<file path="src/design/srg_ctrl_pkg.sv">
package srg_ctrl_pkg;

  // Register map: one 16-bit control word plus two companion words
  localparam logic [3:0] ADDR_CONTROL_UPPER = 4'h0;
  localparam logic [3:0] ADDR_RATE_CONFIG   = 4'h1;
  localparam logic [3:0] ADDR_WORD_STATUS   = 4'h2;

  // Field positions of the control word
  localparam int FREE_RUN_BIT   = 9;
  localparam int SOFT_STOP_BIT  = 8;
  localparam int FSYNC_RST_BIT  = 7;
  localparam int RATE_RST_BIT   = 6;

  // Values after reset
  localparam logic [15:0] CONTROL_RESET = 16'h0000;
  localparam logic [7:0]  CLK_DIV_RESET = 8'h01;
  localparam logic [7:0]  FRAME_PERIOD_RESET = 8'h0F;
  localparam logic [4:0]  WORD_BITS_RESET = 5'h0F;

  // Generated clock divide while in device-reset state
  localparam int RESET_CLK_DIVIDE = 2;

  // Halt behaviour selected by free-run and soft-stop
  typedef enum logic [1:0] {
    HALT_NONE,
    HALT_NOW,
    HALT_AFTER_WORD
  } halt_mode_t;

  // Control fields as held
  typedef struct packed {
    logic free_run;
    logic soft_stop;
    logic fsync_gen_reset_n;
    logic rate_gen_reset_n;
    logic by_device_reset;
  } control_t;

  // Rate configuration
  typedef struct packed {
    logic [7:0] clk_div;
    logic [7:0] frame_period;
  } rate_cfg_t;

  // Halt requests per direction
  typedef struct packed {
    logic tx_halt;
    logic rx_halt;
  } halt_t;

endpackage

</file>
<file path="src/design/serial_port_srg_reset_emu_ctrl.sv">
`timescale 1ns/1ps
// Function
// - Bits 15 to 10 read zero and ignore writes.
// - Free-run bit keeps transmit and receive clocks running at breakpoint.
// - With free-run zero, soft-stop selects breakpoint clock response.
// - A halted clock also halts its transmission or reception.
// - Bit 7 is active-low frame-sync logic reset, reads back its state.
// - Frame-sync logic in reset produces no generated frame sync.
// - Frame sync produced only while both reset bits are one.
// - Bit 6 is active-low sample rate generator reset, reads back state.
// - After device reset generated clock is CPU clock over two, sync low.
// - After software reset write, generated clock and sync held low.
// - With generator enabled, clock follows configured divider.
// - Control bits read zero after reset and are readable and writable.
module serial_port_srg_reset_emu_ctrl #(
  parameter int WORD_BITS = 16
) (
  // Clock and reset
  input  wire logic        clk,
  input  wire logic        rst_n,
  // Register port
  input  wire logic [3:0]  addr,
  input  wire logic [15:0] wdata,
  input  wire logic        wr,
  input  wire logic        rd,
  output logic      [15:0] rdata,
  // Debugger halt request, from a pin
  input  wire logic        breakpoint,
  // Word boundary pulses from the shifters, same clock
  input  wire logic        tx_word_done,
  input  wire logic        rx_word_done,
  // Generated outputs
  output logic             generated_clock,
  output logic             generated_fsync,
  output logic             tx_clock_enable,
  output logic             rx_clock_enable
);

  // Whole state of the block
  typedef struct packed {
    srg_ctrl_pkg::control_t  ctl;
    srg_ctrl_pkg::rate_cfg_t cfg;
    logic [15:0]             rdata;
    logic [1:0]              bp_sync;
    logic [7:0]              div_cnt;
    logic [7:0]              frame_cnt;
    logic                    clk_out;
    logic                    fsync_out;
    srg_ctrl_pkg::halt_t     halt;
  } state_t;

  state_t st;
  state_t next_st;

  logic                    bp_level;
  srg_ctrl_pkg::halt_mode_t mode;
  logic                    clk_rise;

  assign bp_level = st.bp_sync[1];

  // Halt mode selection
  always_comb begin
    if (st.ctl.free_run) begin
      mode = srg_ctrl_pkg::HALT_NONE;
    end else if (st.ctl.soft_stop) begin
      mode = srg_ctrl_pkg::HALT_AFTER_WORD;
    end else begin
      mode = srg_ctrl_pkg::HALT_NOW;
    end
  end

  // Next state
  always_comb begin
    next_st = st;
    next_st.bp_sync = {st.bp_sync[0], breakpoint};
    clk_rise = 1'b0;

    // Register writes
    if (wr && addr == srg_ctrl_pkg::ADDR_CONTROL_UPPER) begin
      next_st.ctl.free_run          = wdata[srg_ctrl_pkg::FREE_RUN_BIT];
      next_st.ctl.soft_stop         = wdata[srg_ctrl_pkg::SOFT_STOP_BIT];
      next_st.ctl.fsync_gen_reset_n = wdata[srg_ctrl_pkg::FSYNC_RST_BIT];
      next_st.ctl.rate_gen_reset_n  = wdata[srg_ctrl_pkg::RATE_RST_BIT];
      next_st.ctl.by_device_reset   = 1'b0;
    end
    if (wr && addr == srg_ctrl_pkg::ADDR_RATE_CONFIG) begin
      next_st.cfg = wdata;
    end

    // Register reads, answered next cycle
    next_st.rdata = 16'h0000;
    if (rd) begin
      case (addr)
        srg_ctrl_pkg::ADDR_CONTROL_UPPER: begin
          next_st.rdata[srg_ctrl_pkg::FREE_RUN_BIT]  = st.ctl.free_run;
          next_st.rdata[srg_ctrl_pkg::SOFT_STOP_BIT] = st.ctl.soft_stop;
          next_st.rdata[srg_ctrl_pkg::FSYNC_RST_BIT] =
            st.ctl.fsync_gen_reset_n;
          next_st.rdata[srg_ctrl_pkg::RATE_RST_BIT]  =
            st.ctl.rate_gen_reset_n;
        end
        srg_ctrl_pkg::ADDR_RATE_CONFIG: begin
          next_st.rdata = st.cfg;
        end
        srg_ctrl_pkg::ADDR_WORD_STATUS: begin
          next_st.rdata = {12'h000, st.clk_out, st.fsync_out,
                           st.halt.tx_halt, st.halt.rx_halt};
        end
        default: begin
          next_st.rdata = 16'h0000;
        end
      endcase
    end

    // Generated clock
    if (!st.ctl.rate_gen_reset_n) begin
      next_st.div_cnt = 8'h00;
      next_st.frame_cnt = 8'h00;
      if (st.ctl.by_device_reset) begin
        // toggle each cycle: CPU clock over two
        next_st.clk_out = ~st.clk_out;
      end else begin
        next_st.clk_out = 1'b0;
      end
    end else begin
      // configured divider, half period clk_div+1 cycles
      if (st.div_cnt >= st.cfg.clk_div) begin
        next_st.div_cnt = 8'h00;
        next_st.clk_out = ~st.clk_out;
        clk_rise = ~st.clk_out;
      end else begin
        next_st.div_cnt = st.div_cnt + 8'h01;
      end
    end

    // Frame sync: one generated-clock period per frame slot
    // needs both reset bits high
    if (st.ctl.rate_gen_reset_n && st.ctl.fsync_gen_reset_n) begin
      if (clk_rise) begin
        if (st.frame_cnt >= st.cfg.frame_period) begin
          next_st.frame_cnt = 8'h00;
          next_st.fsync_out = 1'b1;
        end else begin
          next_st.frame_cnt = st.frame_cnt + 8'h01;
          next_st.fsync_out = 1'b0;
        end
      end else begin
        // Pulse lasts a single CPU clock cycle
        next_st.fsync_out = 1'b0;
      end
    end else begin
      next_st.fsync_out = 1'b0;
      if (st.ctl.rate_gen_reset_n) begin
        next_st.frame_cnt = 8'h00;
      end
    end

    // Breakpoint halt per direction
    // halt now or at word end
    if (!bp_level || mode == srg_ctrl_pkg::HALT_NONE) begin
      next_st.halt = '0;
    end else if (mode == srg_ctrl_pkg::HALT_NOW) begin
      next_st.halt = 2'b11;
    end else begin
      if (tx_word_done) begin
        next_st.halt.tx_halt = 1'b1;
      end
      if (rx_word_done) begin
        next_st.halt.rx_halt = 1'b1;
      end
    end
  end

  // State register
  always_ff @(posedge clk or negedge rst_n) begin
    if (!rst_n) begin
      st <= '0;
      st.ctl.by_device_reset <= 1'b1;
      st.cfg <= {srg_ctrl_pkg::CLK_DIV_RESET,
                 srg_ctrl_pkg::FRAME_PERIOD_RESET};
    end else begin
      st <= next_st;
    end
  end

  // Outputs from flip-flops
  assign rdata           = st.rdata;
  assign generated_clock = st.clk_out;
  assign generated_fsync = st.fsync_out;
  assign tx_clock_enable = ~st.halt.tx_halt;
  assign rx_clock_enable = ~st.halt.rx_halt;

  // Reserved bits read zero check
  a_upper_zero: assert property (@(posedge clk) disable iff (!rst_n)
    $past(rd) |-> rdata[15:10] == 6'h00)
    else $error("reserved bits not zero");

  a_fsync_needs_both: assert property (@(posedge clk)
    disable iff (!rst_n)
    generated_fsync |-> $past(st.ctl.rate_gen_reset_n)
                        && $past(st.ctl.fsync_gen_reset_n))
    else $error("frame sync while in reset");

  a_fsync_reset_off: assert property (@(posedge clk)
    disable iff (!rst_n)
    !st.ctl.fsync_gen_reset_n ##1 !st.ctl.fsync_gen_reset_n
      |-> !generated_fsync)
    else $error("frame sync from reset logic");

  a_reset_half_rate: assert property (@(posedge clk)
    disable iff (!rst_n)
    st.ctl.by_device_reset && !st.ctl.rate_gen_reset_n
      |=> generated_clock != $past(generated_clock))
    else $error("clock not CPU over two");

  a_sw_reset_low: assert property (@(posedge clk)
    disable iff (!rst_n)
    !st.ctl.rate_gen_reset_n && !st.ctl.by_device_reset
      |=> !generated_clock && !generated_fsync)
    else $error("outputs not low in software reset");

  a_free_runs: assert property (@(posedge clk)
    disable iff (!rst_n)
    st.ctl.free_run |=> tx_clock_enable && rx_clock_enable)
    else $error("clock halted in free run");

  a_hard_stop: assert property (@(posedge clk)
    disable iff (!rst_n)
    !st.ctl.free_run && !st.ctl.soft_stop && bp_level
      |=> !tx_clock_enable && !rx_clock_enable)
    else $error("immediate stop missed");

  a_soft_wait: assert property (@(posedge clk)
    disable iff (!rst_n)
    $rose(st.halt.tx_halt) && $past(mode) == srg_ctrl_pkg::HALT_AFTER_WORD
      |-> $past(tx_word_done))
    else $error("soft stop before word end");

  a_ctrl_readback: assert property (@(posedge clk)
    disable iff (!rst_n)
    wr && addr == srg_ctrl_pkg::ADDR_CONTROL_UPPER ##1 rd
      && addr == srg_ctrl_pkg::ADDR_CONTROL_UPPER
      |=> rdata[9:6] == $past(wdata[9:6], 2))
    else $error("control readback mismatch");

  a_divider_run: assert property (@(posedge clk)
    disable iff (!rst_n)
    st.ctl.rate_gen_reset_n && st.cfg.clk_div == 8'h00
      && $past(st.ctl.rate_gen_reset_n)
      |=> generated_clock != $past(generated_clock))
    else $error("divider not running");

  a_halt_release: assert property (@(posedge clk)
    disable iff (!rst_n)
    !bp_level |=> tx_clock_enable && rx_clock_enable)
    else $error("clock still halted after breakpoint");

  a_rate_bit_write: assert property (@(posedge clk)
    disable iff (!rst_n)
    wr && addr == srg_ctrl_pkg::ADDR_CONTROL_UPPER
      |=> st.ctl.rate_gen_reset_n
          == $past(wdata[srg_ctrl_pkg::RATE_RST_BIT]))
    else $error("generator reset bit not written");

  a_fsync_bit_write: assert property (@(posedge clk)
    disable iff (!rst_n)
    wr && addr == srg_ctrl_pkg::ADDR_CONTROL_UPPER
      |=> st.ctl.fsync_gen_reset_n
          == $past(wdata[srg_ctrl_pkg::FSYNC_RST_BIT]))
    else $error("frame-sync reset bit not written");

  a_halt_bits_write: assert property (@(posedge clk)
    disable iff (!rst_n)
    wr && addr == srg_ctrl_pkg::ADDR_CONTROL_UPPER
      |=> st.ctl.free_run == $past(wdata[srg_ctrl_pkg::FREE_RUN_BIT])
          && st.ctl.soft_stop == $past(wdata[srg_ctrl_pkg::SOFT_STOP_BIT]))
    else $error("halt control bits not written");

  a_low_bits_zero: assert property (@(posedge clk)
    disable iff (!rst_n)
    rd && addr == srg_ctrl_pkg::ADDR_CONTROL_UPPER
      |=> rdata[5:0] == 6'h00)
    else $error("unused control bits not zero");

  a_rdata_idle: assert property (@(posedge clk)
    disable iff (!rst_n)
    !$past(rd) |-> rdata == 16'h0000)
    else $error("read data outside read cycle");

  a_rate_reset_fsync: assert property (@(posedge clk)
    disable iff (!rst_n)
    !st.ctl.rate_gen_reset_n |=> !generated_fsync)
    else $error("frame sync during generator reset");

  a_soft_rx_wait: assert property (@(posedge clk)
    disable iff (!rst_n)
    $rose(st.halt.rx_halt) && $past(mode) == srg_ctrl_pkg::HALT_AFTER_WORD
      |-> $past(rx_word_done))
    else $error("receive soft stop before word end");

  a_write_ends_flavour: assert property (@(posedge clk)
    disable iff (!rst_n)
    wr && addr == srg_ctrl_pkg::ADDR_CONTROL_UPPER
      |=> !st.ctl.by_device_reset)
    else $error("device reset flavour kept after write");

  a_frame_cnt_hold: assert property (@(posedge clk)
    disable iff (!rst_n)
    !st.ctl.fsync_gen_reset_n && st.ctl.rate_gen_reset_n
      |=> st.frame_cnt == 8'h00)
    else $error("frame counter runs in reset");

  a_div_cnt_hold: assert property (@(posedge clk)
    disable iff (!rst_n)
    !st.ctl.rate_gen_reset_n |=> st.div_cnt == 8'h00)
    else $error("divider runs in generator reset");

  // Main scenarios
  c_device_half: cover property (@(posedge clk) disable iff (!rst_n)
    st.ctl.by_device_reset && $rose(generated_clock));
  c_fsync_pulse: cover property (@(posedge clk) disable iff (!rst_n)
    $rose(generated_fsync));
  c_soft_halt: cover property (@(posedge clk) disable iff (!rst_n)
    mode == srg_ctrl_pkg::HALT_AFTER_WORD && $rose(st.halt.rx_halt));
  c_hard_halt: cover property (@(posedge clk) disable iff (!rst_n)
    mode == srg_ctrl_pkg::HALT_NOW && $fell(tx_clock_enable));
  c_sw_reset: cover property (@(posedge clk) disable iff (!rst_n)
    $fell(st.ctl.rate_gen_reset_n));

endmodule

</file>
<file path="config.mk">
export PLATFORM = sky130hd
export DESIGN_NAME = serial_port_srg_reset_emu_ctrl
export DESIGN_NICKNAME = d
export VERILOG_FILES = /design/src/design/srg_ctrl_pkg.sv /design/src/design/serial_port_srg_reset_emu_ctrl.sv
export SDC_FILE = /design/constraint.sdc
export NUM_CORES = 1
export LEC_CHECK = 0
export CELL_PAD_IN_SITES_DETAIL_PLACEMENT = 1
export CELL_PAD_IN_SITES_GLOBAL_PLACEMENT = 1
export CORE_UTILIZATION = 50
export CTS_CLUSTER_SIZE = 40
export DETAILED_ROUTE_END_ITERATION = 8
export DONT_BUFFER_PORTS = 1
export PLACE_DENSITY_LB_ADDON = 0.15
export SYNTH_ARGS = -nofsm -noshare
export SYNTH_HDL_FRONTEND = slang
export SYNTH_SLANG_ARGS = --single-unit
</file>
<file path="constraint.sdc">
create_clock -name clk -period 5.3 [get_ports clk]
set_clock_uncertainty 0.1 [all_clocks]
set_input_delay 0.53 -clock clk [delete_from_list [all_inputs] [get_ports clk]]
set_output_delay 0.53 -clock clk [all_outputs]
set_load 0.1 [all_outputs]
</file>
-- Yosys cells after proc, flatten, opt, wreduce, memory -nomap -nowiden
Index checks and enable logic that the tools add are counted.
- add/sub/neg operators: 2
- $mul: 0
- div/mod/pow operators: 0
- magnitude comparators: 2
- equal/unequal tests: 4
- shift-type cells: 0
- multiplexer cells: 25
- bitwise operators: 3
- reductions and logical operators: 9
- operators by type and width (cell ; count):
    8-bit two-way mux ; 7
    8-bit by 1-bit adder with 8-bit output, second input constant ; 2
    8-bit greater-or-equal comparator ; 2
    16-bit two-way mux ; 1
    6-bit case mux with 2 select lines ; 1
    1-bit two-way mux ; 10
    2-bit two-way mux ; 4
    4-bit case mux with 2 select lines ; 1
    6-bit two-way mux ; 1
    3-bit nonzero test ; 2
    4-bit by 1-bit == test with 1-bit output, second input constant ; 1
    4-bit by 2-bit == test with 1-bit output, second input constant ; 1
    4-bit logical NOT ; 1
    1-bit logical AND ; 3
    1-bit NOT ; 3
    2-bit by 1-bit == test with 1-bit output, second input constant ; 1
    2-bit logical NOT ; 1
    2-bit by 1-bit inequality test with 1-bit output, second input constant ; 1
    1-bit logical NOT ; 1
    1-bit logical OR ; 1
- register bits: 59
- bits in latches: 0
- RAM bits: 0
- bits in read-only memories: 0
- input port bits: 27
- output and inout bits: 20
- word-level logic and storage cells: 60
- memories: 0

-- Depth between registers and ports, before layout
- depth after elaboration: 5
- depth in mapped cells: 8
- mapped depth without buffers: 7

-- Worst setup path after synthesis
Ideal clock, no wire load.
- path type: reg2reg
- start point: register st[39] (netlist bit)
- end point: register st[4] (netlist bit)
- library setup time: 90 ps
- arrival time: 2184 ps
- required time: 5110 ps
- path slack: 2926 ps
- cell stages (with the launch flop): 9
- path buffers: 1
- period minus slack after synthesis: 2374 ps
- path through: dfstp_2 inv_1 ha_1 or4_1 a21oi_1 o31a_2 or3b_1 buf_6 o31ai_4
- RTL lines (what ; line ; text):
    start: declaration ; serial_port_srg_reset_emu_ctrl.sv:52 ; state_t st;
    start signal: assignment ; serial_port_srg_reset_emu_ctrl.sv:182 ; st <= next_st;

==> impl_metrics.tcl <==
set metrics [dict create \
    criticalPathCategory "flop to flop" \
    place_congestion 0.7788 \
    yosysTopAreaCell "dfrtp_1" \
    final_util_pct 56.32 \
    cts_max_level 3 \
    avgViaCountPerCell 5.776 \
    worst_slew_pin_slew_ps 958.0 \
    yosysSeqAreaShare_pct 50.71 \
    rsz0062_at_grt "false" \
    cts_tree "done" \
    vdd_ir_drop_max_mv 0.1797 \
    cts_sinks 59 \
    die_y_um 78.51 \
    synth_area_leaders "dfrtp_1, ha_1, mux2_2" \
    reg2reg_slack_ps 2580 \
    clk_latency_ps 330 \
    path_buf_inv 0 \
    design_area_mm2 0.003139 \
    die_width_um 78.51 \
    synth-edff-count 0 \
    synth-main-ff-cell "dfrtp_1" \
    status "finished clean" \
    floorplan.initialDensity_pct 52.50 \
    cp.depth 6 \
    hold_path_end "next_st[21]" \
    final_layout_size_suffix_gt1_share_pct 21.60 \
    critical_path.max_fanout 13 \
    yosysTopAreaCellShare_pct 45.32 \
    cts_inserted_buffers 9 \
    final_antenna_net_count 0 \
    grt_max_degree 60 \
    slew_violations 0 \
    syn2layout_area_growth_pct 7.268 \
    dpl-instance-area_mm2 0.002878 \
    netlist_top_cells_count "dfrtp_1, mux2_2, ha_1, inv_1, buf_4" \
    timing.setup.tns_ps 0 \
    cp-start-kind "flop" \
    critPathMaxStageDelay_ps 550 \
    crit_slowest_cell "dfstp_2" \
    yosysMostFrequentCell "dfrtp_1" \
    cts_root_buf "clkbuf_8" \
    clk_pin_slew_worst_paths_ps 70 \
    drc 0 \
    final_hold_viol_count 0 \
    holdPathStages 0 \
    hp-class "input port to flop" \
    finalCritPeriodShare_pct 51.38 \
    crit_path_end_kind "flop" \
    wl_per_cell_um 19.61 \
    cp_top_family "compound AO/OA/AOI/OAI gates" \
    ys_ff_latch 59 \
    die_area_mm2 0.006163 \
    nFillCells 581 \
    cp_cell_sequence "ha_1, nand2b_1, a2111oi_0, o41a_1, or3b_1, o211ai_2" \
    diodes 0 \
    yosysWarnings 0 \
    post-route-min-period_ps 2723 \
    num_vias 1860 \
    dpl.hpwl_um 4268 \
    syn_avg_cell_area_um2 11.57 \
    drt_iter0_markers 34 \
    drv_cap 0 \
    drt-pass1-iter-count 3 \
    rr_endpoint "st[11]" \
    leakage_nw 1.470 \
    relSlewSlack_pct 35.79 \
    antenna_found_initial 0 \
    syn_area_mm2 0.002927 \
    portBuffers 0 \
    core_mm2 0.005574 \
    nNetsFinal 290 \
    regToRegStartpoint "st[46]" \
    ioPinCount 47 \
    grt_pass1_wl_um 10270 \
    routed_wl_um 6314 \
    rr_worst_depth 6 \
    rows 27 \
    setup_viol 0 \
    grt.overflow.total 0 \
    grt.total_usage_pct 22.46 \
    powerDensity_mw_per_mm2 388.6 \
    ys_types 38 \
    synth_nets 298 \
    cts_buffer_depth 2 \
    synthArstFlopShare_pct 100.0 \
    critPathRequiredTime_ps 5400 \
    netlist_instances 253 \
    min_from "breakpoint" \
    critPathArrivalTime_ps 2820 \
    post_cts_buffers 0 \
    grt_pass1_vias 1955 \
    clock.fmax_mhz 367.3 \
    finalPower_mw 1.220 \
]
==> logic make-up (layout without fill, tap and decap cells) <==
kind of cell / Yosys count / in the layout / share of synthesized area, %
buffers and inverters: 41 / 38 / 7.567
muxes: 20 / 20 / 7.696
AOI/OAI and AO/OA: 39 / 39 / 11.46
and+or+nand+nor: 69 / 69 / 12.78
xor gates and xnor gates: 7 / 7 / 2.095
adders and majority gates: 18 / 18 / 7.696
DFF: 59 / 59 / 50.71
==> through the flow <==
stage | instances | hold slack (ps) | setup WS [ps]
after floorplan | 253 | 134.4 | 2926
after global placement | 304 | 135.5 | 2638
after detailed placement | 304 | 135.6 | 2575
after CTS | 322 | 107.7 | 2555
after global routing | 322 | 100.5 | 2385
final | 322 | 120.3 | 2577
==> cell usage in the layout (no fill, tap or decap), types with 2 or more instances in the layout <==
master,netlist,routed
dfrtp_1,53,53
mux2_2,20,20
inv_1,18,18
ha_1,18,18
nor2_1,15,15
and2_1,10,10
nand2_1,9,9
a22o_1,9,9
nand3_1,9,9
clkbuf_8,0,9
o211ai_1,8,8
a21oi_1,7,7
o211ai_2,6,6
dfstp_2,6,6
or3_1,5,5
xor2_1,4,4
nand4_1,4,4
nand2b_1,3,3
o21a_1,3,3
and3_1,3,3
xnor2_1,3,3
nand4b_1,3,3
clkinv_4,0,3
nor3b_1,2,2
bufinv_16,0,2
buf_4,16,2
==> layout make-up <==
cell class	count	area, µm²	share of cell area [%]
timing repair buffer	4	52.55	1.674
clock inverter	7	100.1	3.189
multi-input combinational	153	1221	38.90
sequential	59	1484	47.27
tap	72	90.09	2.870
clock buffer	9	123.9	3.946
inverter	18	67.56	2.152
==> registers in the layout, summed over array words and instances (netlist names) <==
name             flops
st                  39
rdata               16
bp_level             1
generated_clock      1
generated_fsync      1
next_st              1
==> routing by layer <==
| metal | vias up | track usage, % | wire length, µm |
|---|---|---|---|
| li1 | 868 | - | - |
| met1 | 937 | 31.00 | 3070 |
| met2 | 44 | 33.30 | 2871 |
| met3 | 11 | 5.116 | 240 |
| met4 | 0 | 10.56 | 131 |
| met5 | - | 0 | 0 |
==> worst max path at each step <==
stage	slack [ps]	startpoint	to
floorplan	2930	st[39]	st[4]
global placement	2640	st[40]	st[4]
detailed placement	2570	st[46]	st[9]
CTS	2560	st[46]	st[11]
global route	2380	st[12]	st[11]
finish	2580	st[46]	st[11]
==> report_power, final <==
group	switching [mW]	total (mW)	internal, mW
clock	0.200	0.468	0.268
combinational	0.115	0.188	0.0727
sequential	0.0608	0.565	0.504
==> what timing repair did <==
action                                 in CTS  in global routing
endpoints found under the hold margin      59                  0
resized for setup                           0                  0
hold buffers                                2                  0
Note: power is estimated with default switching activity, not from simulation.
